--- src/pkg/ddop_pkg.sv ---
`default_nettype none
package ddop_pkg;
  // object address on the process data channel
  localparam logic [15:0] OBJ_INDEX = 16'h2522;
  localparam int OBJ_W = 16;
  localparam int NUM_PORTS = 3;
  // stored part of the object: port bits plus the reserved bits
  localparam int KEEP_W = 8;
  localparam int PORT_LSB = 0;
  localparam int RSVD_LSB = 3;
  localparam int RSVD_MSB = 7;
  localparam int MFR_LSB = 8;
  localparam int MFR_MSB = 15;
  localparam logic [KEEP_W-1:0] OBJ_RESET = 8'h00;
  localparam logic [NUM_PORTS-1:0] PORT_RESET = 3'h0;
  localparam logic [OBJ_W-KEEP_W-1:0] MFR_READ = 8'h00;
  localparam logic [OBJ_W-1:0] RD_UNMAPPED = 16'h0000;

  // cyclic write of one object
  typedef struct packed {
    logic valid;
    logic [OBJ_W-1:0] index;
    logic [OBJ_W-1:0] data;
  } ddop_wr_t;

  // read-back request of one object
  typedef struct packed {
    logic valid;
    logic [OBJ_W-1:0] index;
  } ddop_rd_t;

  // whole state of the port block
  typedef struct packed {
    logic [KEEP_W-1:0] obj;
    logic [NUM_PORTS-1:0] port;
    logic rd_valid;
    logic rd_err;
    logic [OBJ_W-1:0] rd_data;
  } ddop_state_t;
endpackage
`default_nettype wire

--- src/rtl/ddop_sel.sv ---
`timescale 1ns/1ps
`default_nettype none
// picks between the commanded level and the allocated function of one port
module ddop_sel (
  input wire logic cmd_bit,
  input wire logic direct_mode,
  input wire logic func_bit,
  output logic port_level
);
  assign port_level = direct_mode ? cmd_bit : func_bit;
endmodule
`default_nettype wire

--- src/rtl/ddop_port.sv ---
`timescale 1ns/1ps
`default_nettype none
module ddop_port #(
  parameter int ALLOC_W = 8
) (
  input wire logic core_clk,
  input wire logic rst,
  input wire ddop_pkg::ddop_wr_t pd_wr,
  input wire ddop_pkg::ddop_rd_t pd_rd,
  input wire logic [ALLOC_W-1:0] output_allocation_param_a,
  input wire logic [ALLOC_W-1:0] output_allocation_param_b,
  input wire logic [ALLOC_W-1:0] output_allocation_param_c,
  input wire logic [ddop_pkg::NUM_PORTS-1:0] alloc_func,
  output logic general_output_port_a,
  output logic general_output_port_b,
  output logic general_output_port_c,
  output logic [ddop_pkg::OBJ_W-1:0] general_output_command_q,
  output logic rd_valid_q,
  output logic rd_err_q,
  output logic [ddop_pkg::OBJ_W-1:0] rd_data_q
);

  // same address test serves writes and reads
  function automatic logic index_hit(input logic [ddop_pkg::OBJ_W-1:0] idx);
    index_hit = (idx == ddop_pkg::OBJ_INDEX);
  endfunction

  // zero test is shared by all three allocation inputs
  function automatic logic alloc_zero(input logic [ALLOC_W-1:0] p);
    alloc_zero = (p == '0);
  endfunction

  ddop_pkg::ddop_state_t state_q;
  ddop_pkg::ddop_state_t state_d;
  logic direct_mode;
  logic wr_hit;
  logic rd_hit;
  logic [ddop_pkg::NUM_PORTS-1:0] port_next;
  logic [ddop_pkg::KEEP_W-1:0] obj_next;

  assign direct_mode = alloc_zero(output_allocation_param_a)
                     & alloc_zero(output_allocation_param_b)
                     & alloc_zero(output_allocation_param_c);
  assign wr_hit = pd_wr.valid & index_hit(pd_wr.index);
  assign rd_hit = pd_rd.valid & index_hit(pd_rd.index);

  // next object value, kept out of state_d so the port selectors do not
  // feed back into the process that fills the state copy
  assign obj_next = wr_hit ? pd_wr.data[ddop_pkg::KEEP_W-1:0] : state_q.obj;

  // one selector per port; selection uses the object's next value so a
  // write reaches the pins at the same edge as it reaches the object
  genvar gi;
  generate
    for (gi = 0; gi < ddop_pkg::NUM_PORTS; gi++) begin : g_port
      ddop_sel u_sel (
        .cmd_bit(obj_next[ddop_pkg::PORT_LSB + gi]),
        .direct_mode(direct_mode),
        .func_bit(alloc_func[gi]),
        .port_level(port_next[gi])
      );
    end
  endgenerate

  // next state
  always_comb begin
    state_d = state_q;
    state_d.obj = obj_next;
    state_d.port = port_next;
    // read answers one cycle later; a write in the same cycle is not seen
    state_d.rd_valid = pd_rd.valid;
    state_d.rd_err = pd_rd.valid & ~rd_hit;
    if (rd_hit) begin
      state_d.rd_data = {ddop_pkg::MFR_READ, state_q.obj};
    end else begin
      state_d.rd_data = ddop_pkg::RD_UNMAPPED;
    end
  end

  // state register
  always_ff @(posedge core_clk) begin
    if (rst) begin
      state_q <= '{obj: ddop_pkg::OBJ_RESET,
                   port: ddop_pkg::PORT_RESET,
                   rd_valid: 1'b0,
                   rd_err: 1'b0,
                   rd_data: ddop_pkg::RD_UNMAPPED};
    end else begin
      state_q <= state_d;
    end
  end

  // outputs straight from the state flops
  assign general_output_port_a = state_q.port[0];
  assign general_output_port_b = state_q.port[1];
  assign general_output_port_c = state_q.port[2];
  assign general_output_command_q = {ddop_pkg::MFR_READ, state_q.obj};
  assign rd_valid_q = state_q.rd_valid;
  assign rd_err_q = state_q.rd_err;
  assign rd_data_q = state_q.rd_data;
endmodule
`default_nettype wire

--- config.mk ---
export PLATFORM = sky130hd
export DESIGN_NAME = ddop_port
export DESIGN_NICKNAME = d
export VERILOG_FILES = /design/src/pkg/ddop_pkg.sv /design/src/rtl/ddop_sel.sv /design/src/rtl/ddop_port.sv
export SDC_FILE = /design/constraint.sdc
export NUM_CORES = 1
export LEC_CHECK = 0
export BUFFER_PORTS_ARGS = -buffer_cell sky130_fd_sc_hd__buf_2
export CORE_UTILIZATION = 33
export DETAILED_ROUTE_END_ITERATION = 8
export PLACE_DENSITY = 0.79
export SKIP_LAST_GASP = 1
export SLEW_MARGIN = 20
export SYNTH_ARGS = -nofsm -noshare
export SYNTH_HDL_FRONTEND = slang
export SYNTH_SLANG_ARGS = --single-unit
--- constraint.sdc ---
create_clock -name core_clk -period 5.1 [get_ports core_clk]
set_input_delay 1.02 -clock core_clk [delete_from_list [all_inputs] [get_ports core_clk]]
set_output_delay 1.02 -clock core_clk [all_outputs]
set_load 0.01 [all_outputs]
==> parameters.txt, run 1 <==
Parameter                              Value

Timing
  Total negative slack ... 0 ns
  RSZ-0062 raised after global routing ... false
  Highest clock rate ... a little under 0.4 GHz
  Slew Limit Fails ... 0
  Tightest Pin Transition ... roughly 0.61 ns
  Endpoints failing setup ... 0
  Clock tree skew after final layout ... 0.00120 ns
  Final period utilization ... 0.493
  Final count of hold timing violations ... 0
  Worst slew margin relative to its limit ... 0.591
  Minimum period implied by the final worst setup slack ... roughly 2.5 ns

Placement
  Quantity of I/O buffers inserted on ports ... 91
  Final HPWL DP ... just over 2 mm
  Routability-driven placement congestion ratio ... 0.745
  Number of placed instances, taps included ... 223

Clock network
  Total of hold buffers inserted after clock tree synthesis ... 0
  CTS-repair resized insts ... 0
  Clock transition at path regs ... ~0.11 ns
  Cell at the root of the clock tree ... sky130_fd_sc_hd__clkbuf_4
  H-Tree Level Count ... 1
  Post-CTS setup buffers ... 0
  Num CTS Buffers ... 3
  Clock Latency Late Sink ... 0.29 ns
  Maximum buffer depth of the clock tree ... 2
  CTS tree ... yes
  Clock Sinks ... 21

Final layout
  Seq. cell area ... 420 µm²
  Antenna cell count ... 0
  Synthesis-to-layout area growth ... 44.2%
  Non-filler instance count after layout ... 227
  Proportion of layout cells with a drive suffix above 1 ... 0.520
  Fill cells ... around 270
  Area used by multi-input combinational logic ... about 510 µm²
  NumNets Final ... ~280

Setup path
  Worst Path Class, Setup ... primary input to flip-flop
  Worst Path Max Fanout ... 11
  Startpoint kind of the worst setup timing path ... primary input
  Required time of the critical path ... 5.31 ns
  Kind of capture point of the worst setup path ... flip-flop
  Data arrival at the endpoint of the critical path ... 2.72 ns

Drt
  Number of design rule violations left after detail routing ... 23
  Count of nets left with antenna violations after detail routing ... 0
  Detailed-router iteration count before antenna repair ... 5
  WL final ... 2.35 mm
  Wirelength per Cell ... 10.4 µm
  Vias ... 1041
  Starting DRT DRC Count ... 52
  Number of vias per cell ... 4.59

Die
  Die ar. ... 0.00328 mm²
  Ports placed on the boundary ... 116
  Floorplan core area ... 0.00283 mm²
  Overall die height ... approximately 57 µm
  Initial cell density of the core ... 0.356
  Row count ... 19
  Die outline width ... between 50 and 60 µm

Outcome
  Violations in the final reports ... DRC
  Result of the run ... complete, but fails checks

Synthesis
  Proportion of synthesized chip area in sequential cells ... 0.417
  Top flip-flop cell by instance count after synthesis ... sky130_fd_sc_hd__dfxtp_1
  Largest cells by area after synthesis ... sky130_fd_sc_hd__dfxtp_1, sky130_fd_sc_hd__buf_4, sky130_fd_sc_hd__and2_1
  Most area-hungry cell type in the Yosys netlist ... sky130_fd_sc_hd__dfxtp_1
  Post-Synthesis Mean Instance Area ... 9.60 µm²
  Post-Synthesis Cell Area ... 0.00101 mm²
  Proportion of netlist area held by the largest area contributor ... 0.417
  Ys Warns ... 0
  Top post-synthesis cells by count ... sky130_fd_sc_hd__dfxtp_1, sky130_fd_sc_hd__buf_4, sky130_fd_sc_hd__a21oi_1, sky130_fd_sc_hd__and2_1, sky130_fd_sc_hd__o21ai_0
  Register bit total from synthesis ... 21
  Post-Syn Instances ... 105
  Async set or reset register ratio after synthesis ... 0
  Most common cell in the netlist ... sky130_fd_sc_hd__dfxtp_1
  Distinct cell type count after synthesis ... 29
  Number of enable flip-flop cells after synthesis ... 0

GRT
  Number of global-route vias before repair ... 869
  Pin count of the biggest net entering global routing ... 14
  Overflow left after global routing ... 0
  Antenna violations before repair ... 0
  Wire length of the first global-routing pass ... roughly 3.7 mm
  GRT Resource Usage Total ... 0.145

Power
  Cell leakage power ... approximately 0.73 nW
  Power per unit of standard cell area ... 197 mW/mm²
  Max IR drop VDD ... between 0.08 and 0.09 mV

Hold path
  Path category of the worst min-delay check ... flip-flop to flip-flop

Run
  Max capacitance violation total ... 0
==> sequential cells by signal (all words and copies together), names as in the netlist <==
| name | flops |
|---|---|
| rd_valid_q | 1 |
| general_output_port_a | 1 |
| general_output_port_b | 1 |
| general_output_command_q | 8 |
| rd_data_q | 8 |
| general_output_port_c | 1 |
| rd_err_q | 1 |
==> cell usage in the layout, fill, tap and decap left out, types with 2 or more instances in the layout <==
master,instances
sky130_fd_sc_hd__or4b_4,2
sky130_fd_sc_hd__buf_2,91
sky130_fd_sc_hd__clkbuf_4,3
sky130_fd_sc_hd__o21ai_0,8
sky130_fd_sc_hd__nand3_1,5
sky130_fd_sc_hd__a21oi_1,11
sky130_fd_sc_hd__nor2_1,2
sky130_fd_sc_hd__nand4bb_1,2
sky130_fd_sc_hd__conb_1,16
sky130_fd_sc_hd__or4_1,2
sky130_fd_sc_hd__and2_1,10
sky130_fd_sc_hd__dfxtp_1,21
sky130_fd_sc_hd__nor4_1,4
sky130_fd_sc_hd__a311oi_2,2
sky130_fd_sc_hd__nor4b_1,3
==> worst paths after layout <==
| check | startpoint | to | slack, ns | cells after the start |
|---|---|---|---|---|
| min | general_output_command_q[3] | rd_data_q[3] | 0.49 | 1 |
| max reg2reg | general_output_command_q[2] | general_output_port_c | 4.22 | 2 |
| min reg2reg | general_output_command_q[3] | rd_data_q[3] | 0.49 | 1 |
| max | pd_wr[16] | general_output_port_c | 2.58 | 5 |
==> kinds of logic (layout without fill, tap and decap cells) <==
logic type             count (synthesis)  after routing  share of synthesized area
flip-flops                            21             21                      0.417
AND/OR/NAND/NOR                       42             42                      0.315
other                                  1             16                    0.00372
buffers and inverters                 19             95                      0.132
AO/OA/AOI/OAI                         22             22                      0.133
==> layer usage <==
layer / vias up / GRT usage / wire length (µm)
li1: 537 / - / -
met1: 434 / 0.179 / 1010
met2: 70 / 0.266 / 1090
met3: 0 / 0.0204 / 252
met4: 0 / 0.0314 / 0
met5: - / 0 / 0
==> worst max-delay path, cell delays in order <==
cell and delay [ns]:
sky130_fd_sc_hd__buf_2 0.10, sky130_fd_sc_hd__nor4b_2 0.29, sky130_fd_sc_hd__nand4bb_1 0.39, sky130_fd_sc_hd__or4b_1 0.62, sky130_fd_sc_hd__a311oi_1 0.29
==> layout make-up <==
cell class | count | share of cell area
timing repair buffer | 91 | 0.313
clock buffer | 3 | 0.0155
tap | 31 | 0.0267
sequential | 21 | 0.289
multi-input combinational | 80 | 0.352
clock inverter | 1 | 0.00344
==> per-stage QoR <==
| step | util | setup WS (ns) | power [mW] | cell area, µm² | hold slack, ns |
|---|---|---|---|---|---|
| floorplan | - | 2.73 | 0.195 | 1060 | 0.502 |
| global placement | 0.504 | 2.25 | 0.214 | 1430 | 0.454 |
| detailed placement | 0.504 | 2.21 | 0.215 | 1430 | 0.466 |
| CTS | 0.514 | 2.53 | 0.290 | 1450 | 0.493 |
| global route | 0.514 | 2.38 | 0.301 | 1450 | 0.504 |
| finish | 0.514 | 2.58 | 0.287 | 1450 | 0.489 |
==> where the power goes <==
group / internal [mW] / switching [mW]
Sequential: 0.166 / 0.000582
Clock: 0.0291 / 0.0470
Combinational: 0.0252 / 0.0188
Total: 0.220 / 0.0664
No activity file was read; power rests on OpenSTA's default activity.
==> run 2: changes to the inputs <==
--- a/config.mk
+++ b/config.mk
@@ -6,9 +6,9 @@
 export NUM_CORES = 1
 export LEC_CHECK = 0
 export BUFFER_PORTS_ARGS = -buffer_cell sky130_fd_sc_hd__buf_2
-export CORE_UTILIZATION = 33
+export CORE_UTILIZATION = 30
 export DETAILED_ROUTE_END_ITERATION = 8
-export PLACE_DENSITY = 0.79
+export PLACE_DENSITY = 0.76
 export SKIP_LAST_GASP = 1
 export SLEW_MARGIN = 20
 export SYNTH_ARGS = -nofsm -noshare
==> constraint.sdc (replaced) <==
create_clock -name core_clk -period 2.1 [get_ports core_clk]
set_input_delay 0.42 -clock core_clk [delete_from_list [all_inputs] [get_ports core_clk]]
set_output_delay 0.42 -clock core_clk [all_outputs]
set_load 0.01 [all_outputs]
==> run 2 against run 1 <==
Net effect: the run now ends clean; die area up 9.6%; total power grew 140%; register-to-register slack got worse by 2.9 ns; global-route usage decreased by 1.2 points; sequential share of layout area down 0.59 points; via count is essentially flat; worst hold slack got worse by 0.10 ns; non-clock buffer count rose by 2; core utilization down 4.0 points; clock power is 130% higher; worst setup slack worse by 2.2 ns; clock-buffer cell count rose by 1; critical path type unchanged.
==> parameters.txt, run 2 (synthesized netlist as in run 1, its figures left out) <==
Parameter                              Value

Clock network
  Num CTS Buffers ... 3
  Total of hold buffers inserted after clock tree synthesis ... 0
  CTS tree ... yes
  H-Tree Level Count ... 1
  Clock transition at path regs ... approximately 0.1 ns
  CTS-repair resized insts ... 0
  Clock Latency Late Sink ... ~0.28 ns
  Post-CTS setup buffers ... 0
  Cell at the root of the clock tree ... sky130_fd_sc_hd__clkbuf_4
  Clock Sinks ... 21
  Maximum buffer depth of the clock tree ... 2

Timing
  Minimum period implied by the final worst setup slack ... between 1.5 and 2 ns
  Worst setup slack after layout ... 0.401 ns
  Slew Limit Fails ... 0
  Final count of hold timing violations ... 0
  Clock tree skew after final layout ... 0.000976 ns
  RSZ-0062 raised after global routing ... false
  Final period utilization ... 0.809
  Highest clock rate ... 0.589 GHz
  Endpoints failing setup ... 0
  Total negative slack ... 0 ns

Placement
  Routability-driven placement congestion ratio ... 0.729
  Final HPWL DP ... 2.19 mm
  Quantity of I/O buffers inserted on ports ... 91
  Post-placement setup slack ... 0.0810 ns

Final layout
  Seq. cell area ... 420 µm²
  Proportion of layout cells with a drive suffix above 1 ... 0.520
  Synthesis-to-layout area growth ... 47.1%
  Top library cells by usage in the layout, fill and taps aside ... sky130_fd_sc_hd__buf_2, sky130_fd_sc_hd__dfxtp_1, sky130_fd_sc_hd__conb_1
  Area used by multi-input combinational logic ... 512 µm²
  Antenna cell count ... 0
  Fill cells ... 303
  Leading cell type in the layout, fill and taps excluded ... sky130_fd_sc_hd__buf_2
  NumNets Final ... 278

Power
  Cell leakage power ... 0.740 nW
  Max IR drop VDD ... between 0.2 and 0.25 mV
  Total power ... 690 µW
  Power per unit of standard cell area ... 465 mW/mm²

Hold path
  Path category of the worst min-delay check ... primary input to flip-flop
  Worst Hold Launch ... pd_wr[7]

Drt
  WL met2 ... about 1.3 mm
  Detailed-router iteration count before antenna repair ... 2
  Vias ... roughly 1000
  WL final ... ~2.4 mm
  Met3 Wirelength ... 237 µm
  Count of nets left with antenna violations after detail routing ... 0
  Highest routing layer actually used ... met4
  Number of design rule violations left after detail routing ... 0
  Number of vias per cell ... 4.31
  Starting DRT DRC Count ... 10
  Wirelength per Cell ... about 10 µm
  Length of routed wiring on met1 ... approximately 900 µm

Die
  Floorplan core area ... roughly 0.0031 mm²
  Initial cell density of the core ... 0.322
  Overall die height ... 60.0 µm
  Ports placed on the boundary ... 116
  Die outline width ... 60.0 µm
  Die ar. ... between 0.003 and 0.004 mm²
  Row count ... 20

GRT
  Antenna violations before repair ... 0
  Pin count of the biggest net entering global routing ... 14
  GRT Resource Usage Total ... 0.133
  Number of global-route vias before repair ... 887
  Overflow left after global routing ... 0
  Wire length of the first global-routing pass ... 3.59 mm

Run
  Max capacitance violation total ... 0

Setup path
  Worst Path Class, Setup ... primary input to flip-flop
  Worst Path Max Fanout ... 5
  Capture point of the worst path ... general_output_port_c
  Crit Reg-Reg Endpoint ... general_output_port_c
  Startpoint of the worst setup timing path ... pd_wr[16]
  Reg-to-reg slack, setup ... 1.27 ns
  Worst r2r path cells ... 2
  Required time of the critical path ... 2.30 ns
  Reg-to-reg startpoint ... general_output_command_q[2]
  Startpoint kind of the worst setup timing path ... primary input
  Data arrival at the endpoint of the critical path ... 1.90 ns
  Kind of capture point of the worst setup path ... flip-flop

Outcome
  Result of the run ... finished clean
-- run 2: changes by cell type in the layout (fill, tap and decap cells not counted) --
cell	change
sky130_fd_sc_hd__buf_4	+2
sky130_fd_sc_hd__clkbuf_1	+1
sky130_fd_sc_hd__clkinv_2	-1
-- run 2: layer usage --
metal,vias up,global-route usage
met2,57,0.271
met1,439,0.124
li1,544,-
met3,2,0.0325
met5,-,0
met4,0,0.0498
-- run 2: final cells by class --
cell class,count,share of cell area
sequential,21,0.283
multi-input combinational,80,0.345
timing repair buffer,93,0.317
clock buffer,4,0.0177
tap,44,0.0371
-- run 2: worst min-delay path by stage --
stage | end | slack, ns | cells past startpoint
after floorplan | general_output_port_c | 0.49 | 1
after global placement | rd_data_q[1] | 0.45 | 1
after detailed placement | rd_data_q[3] | 0.46 | 1
after CTS | general_output_command_q[3] | 0.38 | 3
after global routing | general_output_command_q[7] | 0.38 | 3
final | general_output_command_q[7] | 0.38 | 3
-- run 2: worst max-delay path, stage by stage --
cell	delay [ns]
sky130_fd_sc_hd__buf_2	0.10
sky130_fd_sc_hd__nor4b_2	0.29
sky130_fd_sc_hd__nand4bb_1	0.25
sky130_fd_sc_hd__or4b_1	0.55
sky130_fd_sc_hd__a311oi_1	0.28
-- run 2: power breakdown --
group	internal (mW)	leakage, nW	switching, mW
registers	0.403	0.170	0.00105
clock network	0.0737	0.0150	0.105
logic	0.0613	0.555	0.0463
-- run 2: per-stage QoR --
step	utilization	cells	hold slack, ns	instance area [µm²]
2_1_floorplan	-	120	0.492	1060
6_report	0.474	242	0.385	1480
3_3_place_gp	0.466	238	0.453	1460
3_5_place_dp	0.466	238	0.463	1460
4_1_cts	0.474	242	0.382	1480
5_1_grt	0.474	242	0.380	1480
==> run 3: changes to the inputs <==
--- a/config.mk
+++ b/config.mk
@@ -6,9 +6,9 @@
 export NUM_CORES = 1
 export LEC_CHECK = 0
 export BUFFER_PORTS_ARGS = -buffer_cell sky130_fd_sc_hd__buf_2
-export CORE_UTILIZATION = 30
+export CORE_UTILIZATION = 33
 export DETAILED_ROUTE_END_ITERATION = 8
-export PLACE_DENSITY = 0.76
+export PLACE_DENSITY = 0.79
 export SKIP_LAST_GASP = 1
 export SLEW_MARGIN = 20
 export SYNTH_ARGS = -nofsm -noshare
==> constraint.sdc (replaced) <==
create_clock -name core_clk -period 1.6 [get_ports core_clk]
set_input_delay 0.32 -clock core_clk [delete_from_list [all_inputs] [get_ports core_clk]]
set_output_delay 0.32 -clock core_clk [all_outputs]
set_load 0.01 [all_outputs]
==> run 3 against run 2 <==
Net effect: flip-flop and latch count unchanged; highest routed layer is now met3; sequential share of layout area down 0.61 points; clock skew up 0.0013 ns; the run now ends with DRC left; combinational power up 38%; die area down 8.8%.
==> parameters.txt, run 3 (synthesized netlist as in run 1, its figures left out) <==
Parameter                              Value

Setup path
  Slowest stage cell on the critical path ... sky130_fd_sc_hd__or4b_1
  Slowest cell delay on critical path ... just over 0.5 ns
  Worst Path Class, Setup ... primary input to flip-flop
  Worst Path Max Fanout ... 4
  Kind of capture point of the worst setup path ... flip-flop
  Cell-by-cell listing of the critical path ... buf_2 > nor4b_4 > nand4bb_4 > or4b_1 > a311oi_1
  Required time of the critical path ... roughly 1.8 ns
  Data arrival at the endpoint of the critical path ... 1.70 ns
  Cell class contributing the biggest share of worst-path delay ... simple AND/OR/NAND/NOR gates
  Count of buffer and inverter cells on the critical path ... 1
  Startpoint kind of the worst setup timing path ... primary input

Power
  Total power ... 921 µW
  Switching share of power ... 0.231
  Cell leakage power ... approximately 0.8 nW
  Internal power ... 708 µW
  Max IR drop VDD ... around 0.26 mV
  Part of the power in registers ... 0.576
  Clk pwr share ... 0.262
  Net load switching power ... 213 µW
  Power per unit of standard cell area ... 607 mW/mm²
  Fraction of power consumed by combinational cells ... 0.162

Run
  Max capacitance violation total ... 0

Clock network
  Clock Latency Late Sink ... 0.29 ns
  Num CTS Buffers ... 3
  Clock Sinks ... 21
  H-Tree Level Count ... 1
  Cell at the root of the clock tree ... sky130_fd_sc_hd__clkbuf_4
  Maximum buffer depth of the clock tree ... 2
  Clock transition at path regs ... between 0.1 and 0.15 ns
  CTS tree ... yes

Drt
  Starting DRT DRC Count ... 27
  Number of design rule violations left after detail routing ... 11
  Number of vias per cell ... 4.66
  Vias ... 1082
  Count of nets left with antenna violations after detail routing ... 0
  Detailed-router iteration count before antenna repair ... 9
  Wirelength per Cell ... 10.8 µm
  WL final ... roughly 2.5 mm

Die
  Initial cell density of the core ... 0.356
  Overall die height ... around 57 µm
  Ports placed on the boundary ... 116
  Row count ... 19
  Die ar. ... 0.00328 mm²
  Die outline width ... 57.3 µm
  Floorplan core area ... 0.00283 mm²

Outcome
  Violations in the final reports ... DRC
  Result of the run ... complete, but fails checks

Placement
  Post-placement setup slack ... -0.263 ns
  Quantity of I/O buffers inserted on ports ... 91
  Final HPWL DP ... 2.21 mm
  Placed standard-cell area ... 0.00146 mm²
  Routability-driven placement congestion ratio ... 0.775
  Number of placed instances, taps included ... 228

Timing
  Worst setup slack after layout ... 0.107 ns
  Clock tree skew after final layout ... around 0.0022 ns
  Endpoints failing setup ... 0
  Slew Limit Fails ... 0
  Final period utilization ... 0.933
  Final count of hold timing violations ... 0
  Hold slack final ... 0.268 ns
  Highest clock rate ... 0.670 GHz
  RSZ-0062 raised after global routing ... false
  Total negative slack ... 0 ns
  Minimum period implied by the final worst setup slack ... 1.49 ns

GRT
  Pin count of the biggest net entering global routing ... 14
  Wire length of the first global-routing pass ... 3.94 mm
  Overflow left after global routing ... 0
  GRT Resource Usage Total ... 0.152
  Antenna violations before repair ... 0
  Number of global-route vias before repair ... 980

Final layout
  Synthesis-to-layout area growth ... 50.4%
  Non-filler instance count after layout ... 232
  Post-layout utilization of the core ... 0.536
  Leading cell type in the layout, fill and taps excluded ... sky130_fd_sc_hd__buf_2
  NumNets Final ... roughly 280
  Post-route standard cell area excluding fillers ... 0.00152 mm²
  Top library cells by usage in the layout, fill and taps aside ... sky130_fd_sc_hd__buf_2, sky130_fd_sc_hd__dfxtp_1, sky130_fd_sc_hd__conb_1
  Proportion of layout cells with a drive suffix above 1 ... 0.537
  Antenna cell count ... 0

Hold path
  Path category of the worst min-delay check ... primary input to flip-flop
## run 3: path summary, 6_finish.rpt
kind | end | depth (start not counted) | slack, ns | from
hold reg to reg | rd_data_q[1] | 1 | 0.49 | general_output_command_q[1]
setup / recovery | general_output_port_c | 5 | 0.11 | pd_wr[16]
hold / removal | general_output_command_q[5] | 3 | 0.27 | pd_wr[5]
setup reg to reg | general_output_port_c | 2 | 0.74 | general_output_command_q[2]
## run 3: tightest hold or removal path: cells and delay by family
family | cells | cell delay (ns)
AOI/OAI and AO/OA | 1 | 0.06
buffers and inverters | 1 | 0.09
and+or+nand+nor | 1 | 0.05
## run 3: power groups by stage
| stage | sequential (mW) | clock, mW | combinational, mW |
|---|---|---|---|
| after floorplan | 0.546 | 0 | 0.0737 |
| after global placement | 0.542 | 0 | 0.143 |
| after detailed placement | 0.543 | 0 | 0.145 |
| after CTS | 0.531 | 0.248 | 0.145 |
| after global routing | 0.531 | 0.261 | 0.165 |
| final | 0.531 | 0.241 | 0.149 |
## run 3: final cells by class
| class | instances | area [µm²] |
|---|---|---|
| Fill cell | 270 | 1310 |
| Multi-Input combinational cell | 80 | 537 |
| Clock inverter | 1 | 5.00 |
| Sequential cell | 21 | 420 |
| Clock buffer | 3 | 22.5 |
| Tap cell | 31 | 38.8 |
| Timing Repair Buffer | 96 | 493 |
## run 3: repair_timing
item,4_1_cts,5_1_grt
hold buffers,0,0
endpoints found under the setup margin,0,2
setup buffers,0,0
resized for setup,0,2
## run 3: routing by layer
metal,vias up,global-route usage,wire [µm]
met5,-,0,0
met4,0,0.0488,0
met3,0,0.0204,261
met2,70,0.294,1210
met1,463,0.169,1030
li1,549,-,-
